--- src/design/scfe_pkg.sv ---
// constants, register map and state types of the serial command front end
package scfe_pkg;
  localparam int          CLK_HZ       = 50_000_000;
  localparam int          BAUD_DEFAULT = 9600;
  localparam int          BAUD_MAX     = 115_200;
  localparam int          DIV_DEFAULT  = CLK_HZ / BAUD_DEFAULT;
  localparam logic [15:0] DIV_MIN      = 16'(CLK_HZ / BAUD_MAX);
  localparam int          ID_MAX       = 72;
  localparam logic [6:0]  ID_MAX_IDX   = 7'(ID_MAX);
  localparam logic [6:0]  NV_CFG_ADDR  = 7'(ID_MAX);
  localparam int          NUM_BYTES    = 6;
  localparam logic [3:0]  LAST_BYTE    = 4'(NUM_BYTES - 1);
  localparam int          FIFO_W       = 8;
  localparam int          FIFO_D       = 4;

  localparam logic [7:0] A_CTRL    = 8'h00;
  localparam logic [7:0] A_DIV     = 8'h04;
  localparam logic [7:0] A_FRAME   = 8'h08;
  localparam logic [7:0] A_NET     = 8'h0C;
  localparam logic [7:0] A_STATUS  = 8'h10;
  localparam logic [7:0] A_RXDATA  = 8'h14;
  localparam logic [7:0] A_TXDATA  = 8'h18;
  localparam logic [7:0] A_IDIDX   = 8'h1C;
  localparam logic [7:0] A_IDDATA  = 8'h20;
  localparam logic [7:0] A_PORTWR  = 8'h24;
  localparam logic [7:0] A_POLWR   = 8'h28;
  localparam logic [7:0] A_BITCMD  = 8'h2C;
  localparam logic [7:0] A_STROBE  = 8'h30;

  localparam int CTRL_LOCK   = 0;
  localparam int CTRL_SAVE   = 1;
  localparam int FRM_BITS7   = 2;
  localparam int FRM_STOP2   = 3;
  localparam int NET_EN      = 8;
  localparam int CMD_SET     = 8;
  localparam int CMD_BYTE_LO = 16;
  localparam int CFG_PAR_LO  = 16;
  localparam int CFG_BITS7   = 18;
  localparam int CFG_STOP2   = 19;
  localparam int CFG_STN_LO  = 20;
  localparam int CFG_NET     = 24;
  localparam int CFG_LOCK    = 25;
  localparam int ST_RXAV     = 0;
  localparam int ST_TXBUSY   = 1;
  localparam int ST_IF485    = 2;
  localparam int ST_OVR      = 3;
  localparam int ST_CMDERR   = 4;
  localparam int ST_IDTRUNC  = 5;
  localparam int ST_SAVEBUSY = 6;
  localparam int ST_FRMERR   = 7;
  localparam int ST_PARERR   = 8;

  localparam logic [1:0] PAR_NONE      = 2'h0;
  localparam logic [1:0] PAR_EVEN      = 2'h1;
  localparam logic [1:0] PAR_ODD       = 2'h2;
  localparam logic [3:0] STATION_RESET = 4'h4;
  localparam logic [7:0] CH_STX        = 8'h02;
  localparam logic [7:0] CH_LF         = 8'h0A;

  typedef enum logic [2:0] {
    RX_IDLE  = 3'b000,
    RX_START = 3'b001,
    RX_DATA  = 3'b010,
    RX_PAR   = 3'b011,
    RX_STOP  = 3'b100
  } scfe_rx_t;

  typedef enum logic [2:0] {
    TX_IDLE  = 3'b000,
    TX_START = 3'b001,
    TX_DATA  = 3'b010,
    TX_PAR   = 3'b011,
    TX_STOP  = 3'b100
  } scfe_tx_t;

  typedef enum logic [1:0] {
    F_WAIT = 2'b00,
    F_ADDR = 2'b01,
    F_PASS = 2'b10
  } scfe_flt_t;
endpackage

--- src/design/scfe_top.sv ---
// serial command front end: apb registers, dual serial link, station filter, setup store
//
// Operation
// - after reset without restore, link runs 9600 baud, 8 data bits, no parity
// - baud divisor accepts rates up to and including 115200 baud on both links
// - parity even/odd/none, 7 or 8 data bits, 1 or 2 stop bits selectable
// - station filter defaults off; station number 0 to 15, default 4
// - with filter on, only prefixed messages for this station are passed from the rs485 link
// - prefix is start-of-text then station number; host sends it each command
// - characters from the rs232 link are never filtered
// - rs485 link runs one-to-one or multidrop, chosen by the filter switch
// - setup freeze (default off) rejects configuration changes
// - while frozen, setup values read as zero; only a restore can change them
// - id string and setup can be saved to and restored from nonvolatile store
// - port and polarity values 0 to 255, byte number 0 to 5; strobe only 0 or 1
// - bit set and bit clear change one output bit of one byte
// - replies go out on the link the last command came in on
`timescale 1ns/1ps

module scfe_fifo #(
  parameter int W = 8,
  parameter int D = 4
) (
  input  wire logic         pclk,
  input  wire logic         presetn,
  input  wire logic         ce,
  input  wire logic         in_valid,
  output logic              in_ready,
  input  wire logic [W-1:0] in_data,
  output logic              out_valid,
  input  wire logic         out_ready,
  output logic      [W-1:0] out_data
);
  localparam int PW = (D > 1) ? $clog2(D) : 1;
  localparam int CW = $clog2(D + 1);
  localparam logic [CW-1:0] FULL = CW'(D);
  localparam logic [PW-1:0] LAST = PW'(D - 1);

  typedef struct packed {
    logic [D-1:0][W-1:0] mem;
    logic [PW-1:0]       wp;
    logic [PW-1:0]       rp;
    logic [CW-1:0]       cnt;
  } scfe_fifo_st_t;

  scfe_fifo_st_t q, d;
  logic          push, pop;

  assign in_ready  = (q.cnt != FULL);
  assign out_valid = (q.cnt != '0);
  assign out_data  = q.mem[q.rp];
  assign push      = in_valid & in_ready;
  assign pop       = out_valid & out_ready;

  always_comb begin
    d = q;
    if (push) begin
      d.mem[q.wp] = in_data;
      d.wp        = (q.wp == LAST) ? '0 : q.wp + 1'b1;
    end
    if (pop) begin
      d.rp = (q.rp == LAST) ? '0 : q.rp + 1'b1;
    end
    if (push & ~pop) begin
      d.cnt = q.cnt + 1'b1;
    end else if (pop & ~push) begin
      d.cnt = q.cnt - 1'b1;
    end
  end

  always_ff @(posedge pclk or negedge presetn) begin
    if (!presetn) begin
      q <= '0;
    end else if (ce) begin
      q <= d;
    end
  end
endmodule

module scfe_top import scfe_pkg::*; #(
  parameter logic [15:0] BAUD_DIV_RESET = 16'(DIV_DEFAULT)
) (
  input  wire logic        pclk,
  input  wire logic        presetn,
  input  wire logic        ce,
  input  wire logic        psel,
  input  wire logic        penable,
  input  wire logic        pwrite,
  input  wire logic [7:0]  paddr,
  input  wire logic [31:0] pwdata,
  output logic      [31:0] prdata,
  output logic             pready,
  output logic             pslverr,
  input  wire logic        rs232_rxd,
  output logic             rs232_txd,
  input  wire logic        rs485_rxd,
  output logic             rs485_txd,
  output logic             rs485_de_n,
  output logic      [47:0] dout,
  output logic             strobe,
  input  wire logic        nv_ld_valid,
  input  wire logic [6:0]  nv_ld_addr,
  input  wire logic [31:0] nv_ld_data,
  output logic             nv_wr_valid,
  output logic      [6:0]  nv_wr_addr,
  output logic      [31:0] nv_wr_data
);
  typedef struct packed {
    logic                      pready;
    logic                      pslverr;
    logic [31:0]               prdata;
    logic [15:0]               div;
    logic [1:0]                par;
    logic                      bits7;
    logic                      stop2;
    logic [3:0]                stn;
    logic                      net_en;
    logic                      lock;
    logic [ID_MAX-1:0][7:0]    id;
    logic [6:0]                id_ptr;
    logic                      ovr;
    logic                      cmd_err;
    logic                      id_trunc;
    logic                      frm_err;
    logic                      par_err;
    logic [2:0]                s232;
    logic [2:0]                s485;
    logic                      f232;
    logic                      f485;
    scfe_rx_t                  rx_st;
    logic [15:0]               rx_cnt;
    logic [3:0]                rx_bit;
    logic [7:0]                rx_sh;
    logic                      rx_if;
    logic                      rx_par;
    scfe_flt_t                 flt;
    logic                      pend_v;
    logic [7:0]                pend;
    scfe_tx_t                  tx_st;
    logic [15:0]               tx_cnt;
    logic [3:0]                tx_bit;
    logic [7:0]                tx_sh;
    logic                      tx_if;
    logic                      tx_par;
    logic                      txd232;
    logic                      txd485;
    logic                      de_n;
    logic                      sv_busy;
    logic [6:0]                sv_addr;
    logic                      nv_wr;
    logic [6:0]                nv_addr;
    logic [31:0]               nv_data;
    logic [NUM_BYTES-1:0][7:0] latch;
    logic [NUM_BYTES-1:0][7:0] pol;
    logic [NUM_BYTES-1:0][7:0] dout;
    logic                      strobe;
  } scfe_st_t;

  scfe_st_t   q, d;
  logic       fifo_ready, fifo_valid, fifo_pop;
  logic [7:0] fifo_data;
  logic       acc, done, line, rx_tick, tx_tick, accept;
  logic [7:0] ch;

  // byte commands: value in [7:0], set flag in bit 8, byte number in [19:16], nothing else set
  function automatic logic byte_cmd_ok(input logic [31:0] w);
    byte_cmd_ok = (w[15:9] == '0) && (w[31:20] == '0) && (w[19:16] <= LAST_BYTE);
  endfunction

  function automatic logic [3:0] last_bit(input logic bits7);
    last_bit = bits7 ? 4'h6 : 4'h7;
  endfunction

  function automatic logic tx_level(input scfe_st_t s);
    case (s.tx_st)
      TX_START: tx_level = 1'b0;
      TX_DATA:  tx_level = s.tx_sh[0];
      TX_PAR:   tx_level = s.tx_par ^ (s.par == PAR_ODD);
      default:  tx_level = 1'b1;
    endcase
  endfunction

  assign acc      = psel & penable;
  assign done     = acc & q.pready;
  // pop only what the answer already showed as valid
  assign fifo_pop = done & ~pwrite & (paddr == A_RXDATA) & q.prdata[8];
  assign line     = q.rx_if ? q.f485 : q.f232;
  assign rx_tick  = (q.rx_cnt == '0);
  assign tx_tick  = (q.tx_cnt == '0);
  assign ch       = q.bits7 ? {1'b0, q.rx_sh[7:1]} : q.rx_sh;

  scfe_fifo #(.W(FIFO_W), .D(FIFO_D)) u_fifo (
    .pclk      (pclk),
    .presetn   (presetn),
    .ce        (ce),
    .in_valid  (q.pend_v),
    .in_ready  (fifo_ready),
    .in_data   (q.pend),
    .out_valid (fifo_valid),
    .out_ready (fifo_pop),
    .out_data  (fifo_data)
  );

  always_comb begin
    d         = q;
    accept    = 1'b0;
    d.pready  = acc & ~q.pready;
    d.pslverr = 1'b0;
    d.nv_wr   = 1'b0;

    // restore from nonvolatile store, bypasses the freeze
    if (nv_ld_valid) begin
      if (nv_ld_addr == NV_CFG_ADDR) begin
        d.div    = nv_ld_data[15:0];
        d.par    = nv_ld_data[CFG_PAR_LO +: 2];
        d.bits7  = nv_ld_data[CFG_BITS7];
        d.stop2  = nv_ld_data[CFG_STOP2];
        d.stn    = nv_ld_data[CFG_STN_LO +: 4];
        d.net_en = nv_ld_data[CFG_NET];
        d.lock   = nv_ld_data[CFG_LOCK];
      end else if (nv_ld_addr < ID_MAX_IDX) begin
        d.id[nv_ld_addr] = nv_ld_data[7:0];
      end
    end

    if (acc & ~q.pready) begin
      d.prdata = '0;
      case (paddr)
        A_CTRL:   d.prdata = {30'h0, q.sv_busy, q.lock};
        A_DIV:    d.prdata = q.lock ? '0 : {16'h0, q.div};
        A_FRAME:  d.prdata = q.lock ? '0 : {28'h0, q.stop2, q.bits7, q.par};
        A_NET:    d.prdata = q.lock ? '0 : {23'h0, q.net_en, 4'h0, q.stn};
        A_STATUS: d.prdata = {23'h0, q.par_err, q.frm_err, q.sv_busy, q.id_trunc, q.cmd_err,
                              q.ovr, q.rx_if, (q.tx_st != TX_IDLE), fifo_valid};
        A_RXDATA: d.prdata = {23'h0, fifo_valid, fifo_data};
        A_IDIDX:  d.prdata = {25'h0, q.id_ptr};
        A_IDDATA: d.prdata = (q.lock || q.id_ptr >= ID_MAX_IDX) ? '0 : {24'h0, q.id[q.id_ptr]};
        A_TXDATA, A_PORTWR, A_POLWR, A_BITCMD: d.prdata = '0;
        A_STROBE: d.prdata = {31'h0, q.strobe};
        default:  d.pslverr = 1'b1;
      endcase
    end

    if (done & pwrite & ~q.pslverr) begin
      case (paddr)
        A_CTRL: begin
          d.lock = pwdata[CTRL_LOCK];
          if (pwdata[CTRL_SAVE] & ~q.sv_busy) begin
            d.sv_busy = 1'b1;
            d.sv_addr = '0;
          end
        end
        A_DIV: begin
          if (q.lock || pwdata[15:0] < DIV_MIN || pwdata[31:16] != '0) begin
            d.cmd_err = 1'b1;
          end else begin
            d.div = pwdata[15:0];
          end
        end
        A_FRAME: begin
          if (q.lock || pwdata[1:0] == 2'h3 || pwdata[31:4] != '0) begin
            d.cmd_err = 1'b1;
          end else begin
            d.par   = pwdata[1:0];
            d.bits7 = pwdata[FRM_BITS7];
            d.stop2 = pwdata[FRM_STOP2];
          end
        end
        A_NET: begin
          if (q.lock || pwdata[7:4] != '0 || pwdata[31:9] != '0) begin
            d.cmd_err = 1'b1;
          end else begin
            d.stn    = pwdata[3:0];
            d.net_en = pwdata[NET_EN];
          end
        end
        A_STATUS: begin
          d.ovr      = q.ovr & ~pwdata[ST_OVR];
          d.cmd_err  = q.cmd_err & ~pwdata[ST_CMDERR];
          d.id_trunc = q.id_trunc & ~pwdata[ST_IDTRUNC];
          d.frm_err  = q.frm_err & ~pwdata[ST_FRMERR];
          d.par_err  = q.par_err & ~pwdata[ST_PARERR];
        end
        A_TXDATA: begin
          if (q.tx_st != TX_IDLE) begin
            d.cmd_err = 1'b1;
          end else begin
            d.tx_sh  = pwdata[7:0];
            d.tx_if  = q.rx_if;
            d.tx_par = 1'b0;
            d.tx_cnt = q.div - 1'b1;
            d.tx_st  = TX_START;
          end
        end
        A_IDIDX: d.id_ptr = pwdata[6:0];
        A_IDDATA: begin
          if (q.lock) begin
            d.cmd_err = 1'b1;
          end else if (q.id_ptr >= ID_MAX_IDX) begin
            d.id_trunc = 1'b1;
          end else begin
            d.id[q.id_ptr] = pwdata[7:0];
            d.id_ptr       = q.id_ptr + 1'b1;
          end
        end
        A_PORTWR, A_POLWR: begin
          if (!byte_cmd_ok(pwdata) || pwdata[CMD_SET]) begin
            d.cmd_err = 1'b1;
          end else if (paddr == A_PORTWR) begin
            d.latch[pwdata[CMD_BYTE_LO +: 3]] = pwdata[7:0];
          end else begin
            d.pol[pwdata[CMD_BYTE_LO +: 3]] = pwdata[7:0];
          end
        end
        A_BITCMD: begin
          if (!byte_cmd_ok(pwdata) || pwdata[7:3] != '0) begin
            d.cmd_err = 1'b1;
          end else begin
            d.latch[pwdata[CMD_BYTE_LO +: 3]][pwdata[2:0]] = pwdata[CMD_SET];
          end
        end
        A_STROBE: begin
          if (pwdata[31:1] != '0) begin
            d.cmd_err = 1'b1;
          end else begin
            d.strobe = pwdata[0];
          end
        end
        default: d.cmd_err = q.cmd_err;
      endcase
    end

    // save walk: id bytes at 0..71, setup word last
    if (q.sv_busy) begin
      d.nv_wr   = 1'b1;
      d.nv_addr = q.sv_addr;
      if (q.sv_addr == NV_CFG_ADDR) begin
        d.nv_data = {6'h0, q.lock, q.net_en, q.stn, q.stop2, q.bits7, q.par, q.div};
        d.sv_busy = 1'b0;
      end else begin
        d.nv_data = {24'h0, q.id[q.sv_addr]};
        d.sv_addr = q.sv_addr + 1'b1;
      end
    end

    // pin inputs: three stages, level taken once stages two and three agree
    d.s232 = {q.s232[1:0], rs232_rxd};
    d.s485 = {q.s485[1:0], rs485_rxd};
    if (q.s232[2] == q.s232[1]) begin
      d.f232 = q.s232[1];
    end
    if (q.s485[2] == q.s485[1]) begin
      d.f485 = q.s485[1];
    end

    if (q.pend_v & fifo_ready) begin
      d.pend_v = 1'b0;
    end

    if (q.rx_st != RX_IDLE) begin
      d.rx_cnt = rx_tick ? q.div - 1'b1 : q.rx_cnt - 1'b1;
    end
    case (q.rx_st)
      RX_IDLE: begin
        d.rx_cnt = {1'b0, q.div[15:1]};
        if (!q.f232) begin
          d.rx_if = 1'b0;
          d.rx_st = RX_START;
        end else if (!q.f485 && !(q.tx_if && q.tx_st != TX_IDLE)) begin
          // half duplex: own transmission is not heard as a command
          d.rx_if = 1'b1;
          d.rx_st = RX_START;
        end
      end
      RX_START: begin
        if (rx_tick) begin
          d.rx_st  = line ? RX_IDLE : RX_DATA;
          d.rx_bit = '0;
          d.rx_par = 1'b0;
        end
      end
      RX_DATA: begin
        if (rx_tick) begin
          d.rx_sh  = {line, q.rx_sh[7:1]};
          d.rx_par = q.rx_par ^ line;
          d.rx_bit = q.rx_bit + 1'b1;
          if (q.rx_bit == last_bit(q.bits7)) begin
            d.rx_st = (q.par == PAR_NONE) ? RX_STOP : RX_PAR;
          end
        end
      end
      RX_PAR: begin
        if (rx_tick) begin
          if ((q.rx_par ^ line) != (q.par == PAR_ODD)) begin
            d.par_err = 1'b1;
          end
          d.rx_st = RX_STOP;
        end
      end
      RX_STOP: begin
        if (rx_tick) begin
          d.rx_st = RX_IDLE;
          if (!line) begin
            d.frm_err = 1'b1;
          end else if (!(q.rx_if && q.net_en)) begin
            accept = 1'b1;
          end else if (ch == CH_STX) begin
            d.flt = F_ADDR;
          end else begin
            case (q.flt)
              F_ADDR:  d.flt = (ch == {4'h0, q.stn}) ? F_PASS : F_WAIT;
              F_PASS: begin
                accept = 1'b1;
                if (ch == CH_LF) begin
                  d.flt = F_WAIT;
                end
              end
              default: d.flt = F_WAIT;
            endcase
          end
        end
      end
      default: d.rx_st = RX_IDLE;
    endcase

    // no stall possible on a serial line; a char lost to a full path is flagged
    if (accept) begin
      if (q.pend_v & ~fifo_ready) begin
        d.ovr = 1'b1;
      end else begin
        d.pend_v = 1'b1;
        d.pend   = ch;
      end
    end

    // frame settings are read live; change them only while the link is idle
    if (q.tx_st != TX_IDLE) begin
      d.tx_cnt = tx_tick ? q.div - 1'b1 : q.tx_cnt - 1'b1;
    end
    case (q.tx_st)
      TX_IDLE: d.tx_bit = '0;
      TX_START: begin
        if (tx_tick) begin
          d.tx_st = TX_DATA;
        end
      end
      TX_DATA: begin
        if (tx_tick) begin
          d.tx_par = q.tx_par ^ q.tx_sh[0];
          d.tx_sh  = {1'b1, q.tx_sh[7:1]};
          d.tx_bit = q.tx_bit + 1'b1;
          if (q.tx_bit == last_bit(q.bits7)) begin
            d.tx_bit = '0;
            d.tx_st  = (q.par == PAR_NONE) ? TX_STOP : TX_PAR;
          end
        end
      end
      TX_PAR: begin
        if (tx_tick) begin
          d.tx_st = TX_STOP;
        end
      end
      TX_STOP: begin
        if (tx_tick) begin
          if (q.tx_bit == {3'h0, q.stop2}) begin
            d.tx_st = TX_IDLE;
          end else begin
            d.tx_bit = q.tx_bit + 1'b1;
          end
        end
      end
      default: d.tx_st = TX_IDLE;
    endcase

    d.txd232 = (d.tx_st != TX_IDLE && !d.tx_if) ? tx_level(d) : 1'b1;
    d.txd485 = (d.tx_st != TX_IDLE && d.tx_if) ? tx_level(d) : 1'b1;
    d.de_n   = ~(d.tx_st != TX_IDLE && d.tx_if);

    for (int i = 0; i < NUM_BYTES; i++) begin
      d.dout[i] = d.latch[i] ^ d.pol[i];
    end
  end

  always_ff @(posedge pclk or negedge presetn) begin
    if (!presetn) begin
      q        <= '0;
      q.div    <= BAUD_DIV_RESET;
      q.par    <= PAR_NONE;
      q.stn    <= STATION_RESET;
      q.s232   <= 3'h7;
      q.s485   <= 3'h7;
      q.f232   <= 1'b1;
      q.f485   <= 1'b1;
      q.txd232 <= 1'b1;
      q.txd485 <= 1'b1;
      q.de_n   <= 1'b1;
    end else if (ce) begin
      q <= d;
    end
  end

  assign prdata      = q.prdata;
  assign pready      = q.pready;
  assign pslverr     = q.pslverr;
  assign rs232_txd   = q.txd232;
  assign rs485_txd   = q.txd485;
  assign rs485_de_n  = q.de_n;
  assign dout        = q.dout;
  assign strobe      = q.strobe;
  assign nv_wr_valid = q.nv_wr;
  assign nv_wr_addr  = q.nv_addr;
  assign nv_wr_data  = q.nv_data;
endmodule

--- config.mk ---
export PLATFORM = sky130hd
export DESIGN_NAME = scfe_top
export DESIGN_NICKNAME = d
export VERILOG_FILES = /design/src/design/scfe_pkg.sv /design/src/design/scfe_top.sv
export SDC_FILE = /design/constraint.sdc
export NUM_CORES = 2
export LEC_CHECK = 0
export BUFFER_PORTS_ARGS = -buffer_cell sky130_fd_sc_hd__buf_4
export CAP_MARGIN = 30
export CORE_MARGIN = 3
export CORE_UTILIZATION = 47
export CTS_CLUSTER_DIAMETER = 100
export DETAILED_ROUTE_END_ITERATION = 12
export PLACE_DENSITY = 0.67
export SLEW_MARGIN = 15
export SYNTH_ARGS = -nofsm -noshare
export SYNTH_HDL_FRONTEND = slang
export SYNTH_SLANG_ARGS = --single-unit
--- constraint.sdc ---
create_clock -name pclk -period 2.9 [get_ports pclk]
set_clock_uncertainty 0.2 [all_clocks]
set_input_delay 0.435 -clock pclk [delete_from_list [all_inputs] [get_ports pclk]]
set_output_delay 0.435 -clock pclk [all_outputs]
set_load 0.01 [all_outputs]
==> results.txt <==
Die X -> 353 µm
Commonest non-fill, non-tap cell in the layout -> buf_4
Die ar. -> 125000 µm²
Maximum clock frequency -> 301 MHz
Root buf cell -> clkbuf_16
Synth Area in XOR/XNOR -> 0.896%
Chip Height -> 353 µm
GRT Util Overall -> 40.8%
Num CTS Buffers -> 105
Outcome -> complete, but fails checks
Pre-CTS WS -> -0.633 ns
Post-layout worst setup margin -> -0.417 ns
Failing checks -> negative setup slack
Number of antenna-violating nets in the routed design -> 0
Post-synthesis sequential area ratio -> 41.8%
Final min period -> 3.32 ns
Worst slew pin tran -> 1.05 ns
RSZ-0062 raised after global routing -> true
I/O pins -> 214
Final net count -> 7107
Area contributors post-synth -> dfrtp_1 41%, mux4_2 7.3%, a21oi_1 6.8%, o22ai_1 6.2%, nor2_1 5.6%
Asr flop ratio synth -> 100%
Tot Pwr -> 0.0414 W
WL per Instance -> 30.5 µm
CP Max Fanout -> 7
Main synth FF type -> dfrtp_1
Compound-gate portion of the synthesized area -> 24.4%
Number of buffers added on ports -> 185
H-tree levels -> 3
Max-slew headroom -> 30.3%
DRC viols -> 0
Cell leakage power -> 30.8 nW
Final critical-path share of the clock period -> 114%
Layout area overhead -> 27.6%
Pin count of the biggest net entering global routing -> 121
Final wirelength -> 265000 µm
Pwr per Cell Area -> 572 nW/µm²
Synth top area share -> 41.0%
Largest family of logic cells by synthesized area -> compound AO/OA/AOI/OAI gates
Post-Synth Simple-Gate Area -> 14.9%
FF+latch count, synth -> 946
Final setup viols -> 16
HPWL after detailed placement -> 187000 µm
Post-Syn Area -> 56700 µm²
Critical Path AT -> 3.75 ns
YS warnings -> 0
CTS Sinks -> 946
EDFF count, synth -> 0
Gr ovfl total -> 0
Worst-Skew Late Latency -> 0.75 ns
Hold Path Class -> in2reg
Crit path kind -> reg2reg
Initial Util -> 47.7%
Mean Syn Cell Area -> 9.10 µm²
Cells after Synth -> 6231
Worst-path clk slew -> 0.06 ns
Setup crit end kind -> flip-flop
Final hold viol count -> 0
FP Rows -> 126
Drt pass-1 iters -> 8
Clk buf depth -> 3
Vias/cell -> 6.92
Core area -> 119000 µm²
Most frequent cells in the layout -> 1128 x buf_4, 919 x dfrtp_1, 842 x nor2_1, 759 x a21oi_1, 563 x o22ai_1
Synth area leader -> dfrtp_1
RePlAce Congestion -> 1.06
Share of layout cells above drive strength 1 -> 28.9%
Hold Slack -> 0.0442 ns
WP data required -> 3.33 ns
Initial antenna violation count -> 3
Unique masters post-synth -> 94
Via count -> 60.2k
Mux contribution to synthesized area -> 11.8%
TritonCTS clock tree -> built
Worst ir drop on vdd -> 603 µV
Startpoint Class -> flip-flop
Vias in the first global route -> 57.8k
First-pass GRT wire length -> 384000 µm
Count of pins over their slew limit -> 0
Iter 0 DRT Violations -> 9451
Adder-cell share of the synthesized area -> 0.410%
Maxcap violations -> 0
[registers in the layout, indices dropped and copies added, names as in the netlist]
register / count
pready: 1
d: 4
nv_wr_data: 26
rs232_txd: 1
nv_wr_addr: 7
rs485_de_n: 1
nv_wr_valid: 1
rs485_txd: 1
dout: 48
q: 799
pslverr: 1
prdata: 16
strobe: 1
u_fifo.q: 39
[layer usage]
layer / share of wire, % / routed length [µm] / vias to the layer above / global-route usage (%)
li1: - / - / 24900 / -
met2: 43 / 113000 / 4755 / 60.3
met3: 13 / 34800 / 1115 / 12.0
met5: 0.0049 / 13 / - / 0
met1: 36 / 96700 / 29400 / 52.6
met4: 7.7 / 20300 / 2 / 25.2
[per-stage QoR]
step | instances | utilization [%] | setup TNS [ns] | cell area (µm²)
2_1_floorplan | 6252 | - | -0.824 | 56900
3_3_place_gp | 8379 | 55.7 | -77.72 | 66200
3_5_place_dp | 8381 | 55.7 | -93.76 | 66200
4_1_cts | 8636 | 59.8 | -1.81 | 71000
5_1_grt | 8692 | 60.9 | -3.46 | 72300
6_report | 8695 | 60.9 | -3.14 | 72400
[kinds of logic (layout without fill, tap and decap cells)]
family                     count (synthesis)  count (layout)
AOI/OAI and AO/OA                       2218            2218
and+or+nand+nor                         1834            1834
DFF                                      946             946
buffers and inverters                    735            1575
muxes                                    421             421
xor gates and xnor gates                  58              58
adders and majority gates                 18              18
other                                      1              25
[cell type report]
| class | count | area, µm² |
|---|---|---|
| fillers | 10100 | 46500 |
| multi-input cells | 4571 | 31000 |
| flip-flops and latches | 946 | 23700 |
| repair buffers | 1332 | 11800 |
| clock buffers | 152 | 3060 |
| well taps | 1600 | 2000 |
| clock inverters | 46 | 596 |
| inverters | 45 | 176 |
| diodes | 3 | 7.51 |
[cell usage after synthesis (13+ instances only)]
library cell	number
buf_4	122
xnor2_1	30
o21ai_0	222
a221o_1	15
nand3_1	140
mux2i_1	105
o2bb2ai_1	13
nor4_1	53
mux2_2	125
o32ai_1	14
inv_1	43
a21o_1	21
mux4_2	184
o221ai_1	32
or3_1	21
or2_2	13
or4_1	16
and3_1	21
nand4_1	49
a22o_1	51
nand2b_1	47
nand2_1	391
a221oi_1	57
dfrtp_1	929
nor2b_1	31
dfstp_2	17
a31oi_1	30
buf_1	85
a211oi_1	33
buf_2	40
a22oi_1	206
and2_1	28
nor3b_1	13
nor2_1	848
o21a_1	17
xor2_1	28
o211ai_1	35
clkbuf_1	440
a21oi_1	772
ha_1	17
a2bb2oi_1	35
o22ai_1	563
nor3_1	79
[path summary, 6_finish.rpt]
kind	end	depth (start not counted)	from	slack [ns]
worst min-delay path	q[68]$_DFFE_PN0P_	3	pwdata[3]	0.04
worst max-delay path	nv_wr_data[2]$_DFFE_PN0P_	10	q[185]$_DFFE_PN0P_	-0.42
min in group asynchronous	q[140]$_DFFE_PN0P_	2	presetn	0.08
worst max register to register	nv_wr_data[2]$_DFFE_PN0P_	10	q[185]$_DFFE_PN0P_	-0.42
max in group asynchronous	q[720]$_DFFE_PN0P_	4	presetn	1.40
worst min register to register	nv_wr_data[12]$_DFFE_PN0P_	2	nv_wr_data[12]$_DFFE_PN0P_	0.26
[where the power goes]
part	internal (W)	switching, W	leakage [nW]
Combinational	0.00515	0.00619	16.6
Sequential	0.0145	0.00139	12.4
Clock	0.00804	0.00618	1.76
Total	0.0276	0.0138	30.8
[critical path, stage by stage, from the launching register on]
cell and delay, ns:
dfrtp_4 0.43, buf_12 0.16, buf_6 0.12, buf_8 0.12, mux4_2 0.51, mux4_2 0.60, a22oi_2 0.49, buf_4 0.23
a21oi_4 0.06, a2111oi_4 0.22, nor2_1 0.06
[what timing repair did]
item	CTS	global route
hold buffers	34	0
resized for setup	130	184
pin swaps	49	87
endpoints found under the setup margin	26	160
setup buffers	27	61
cloned	2	3
endpoints found under the hold margin	489	0
(Power assumes the default switching activity.)
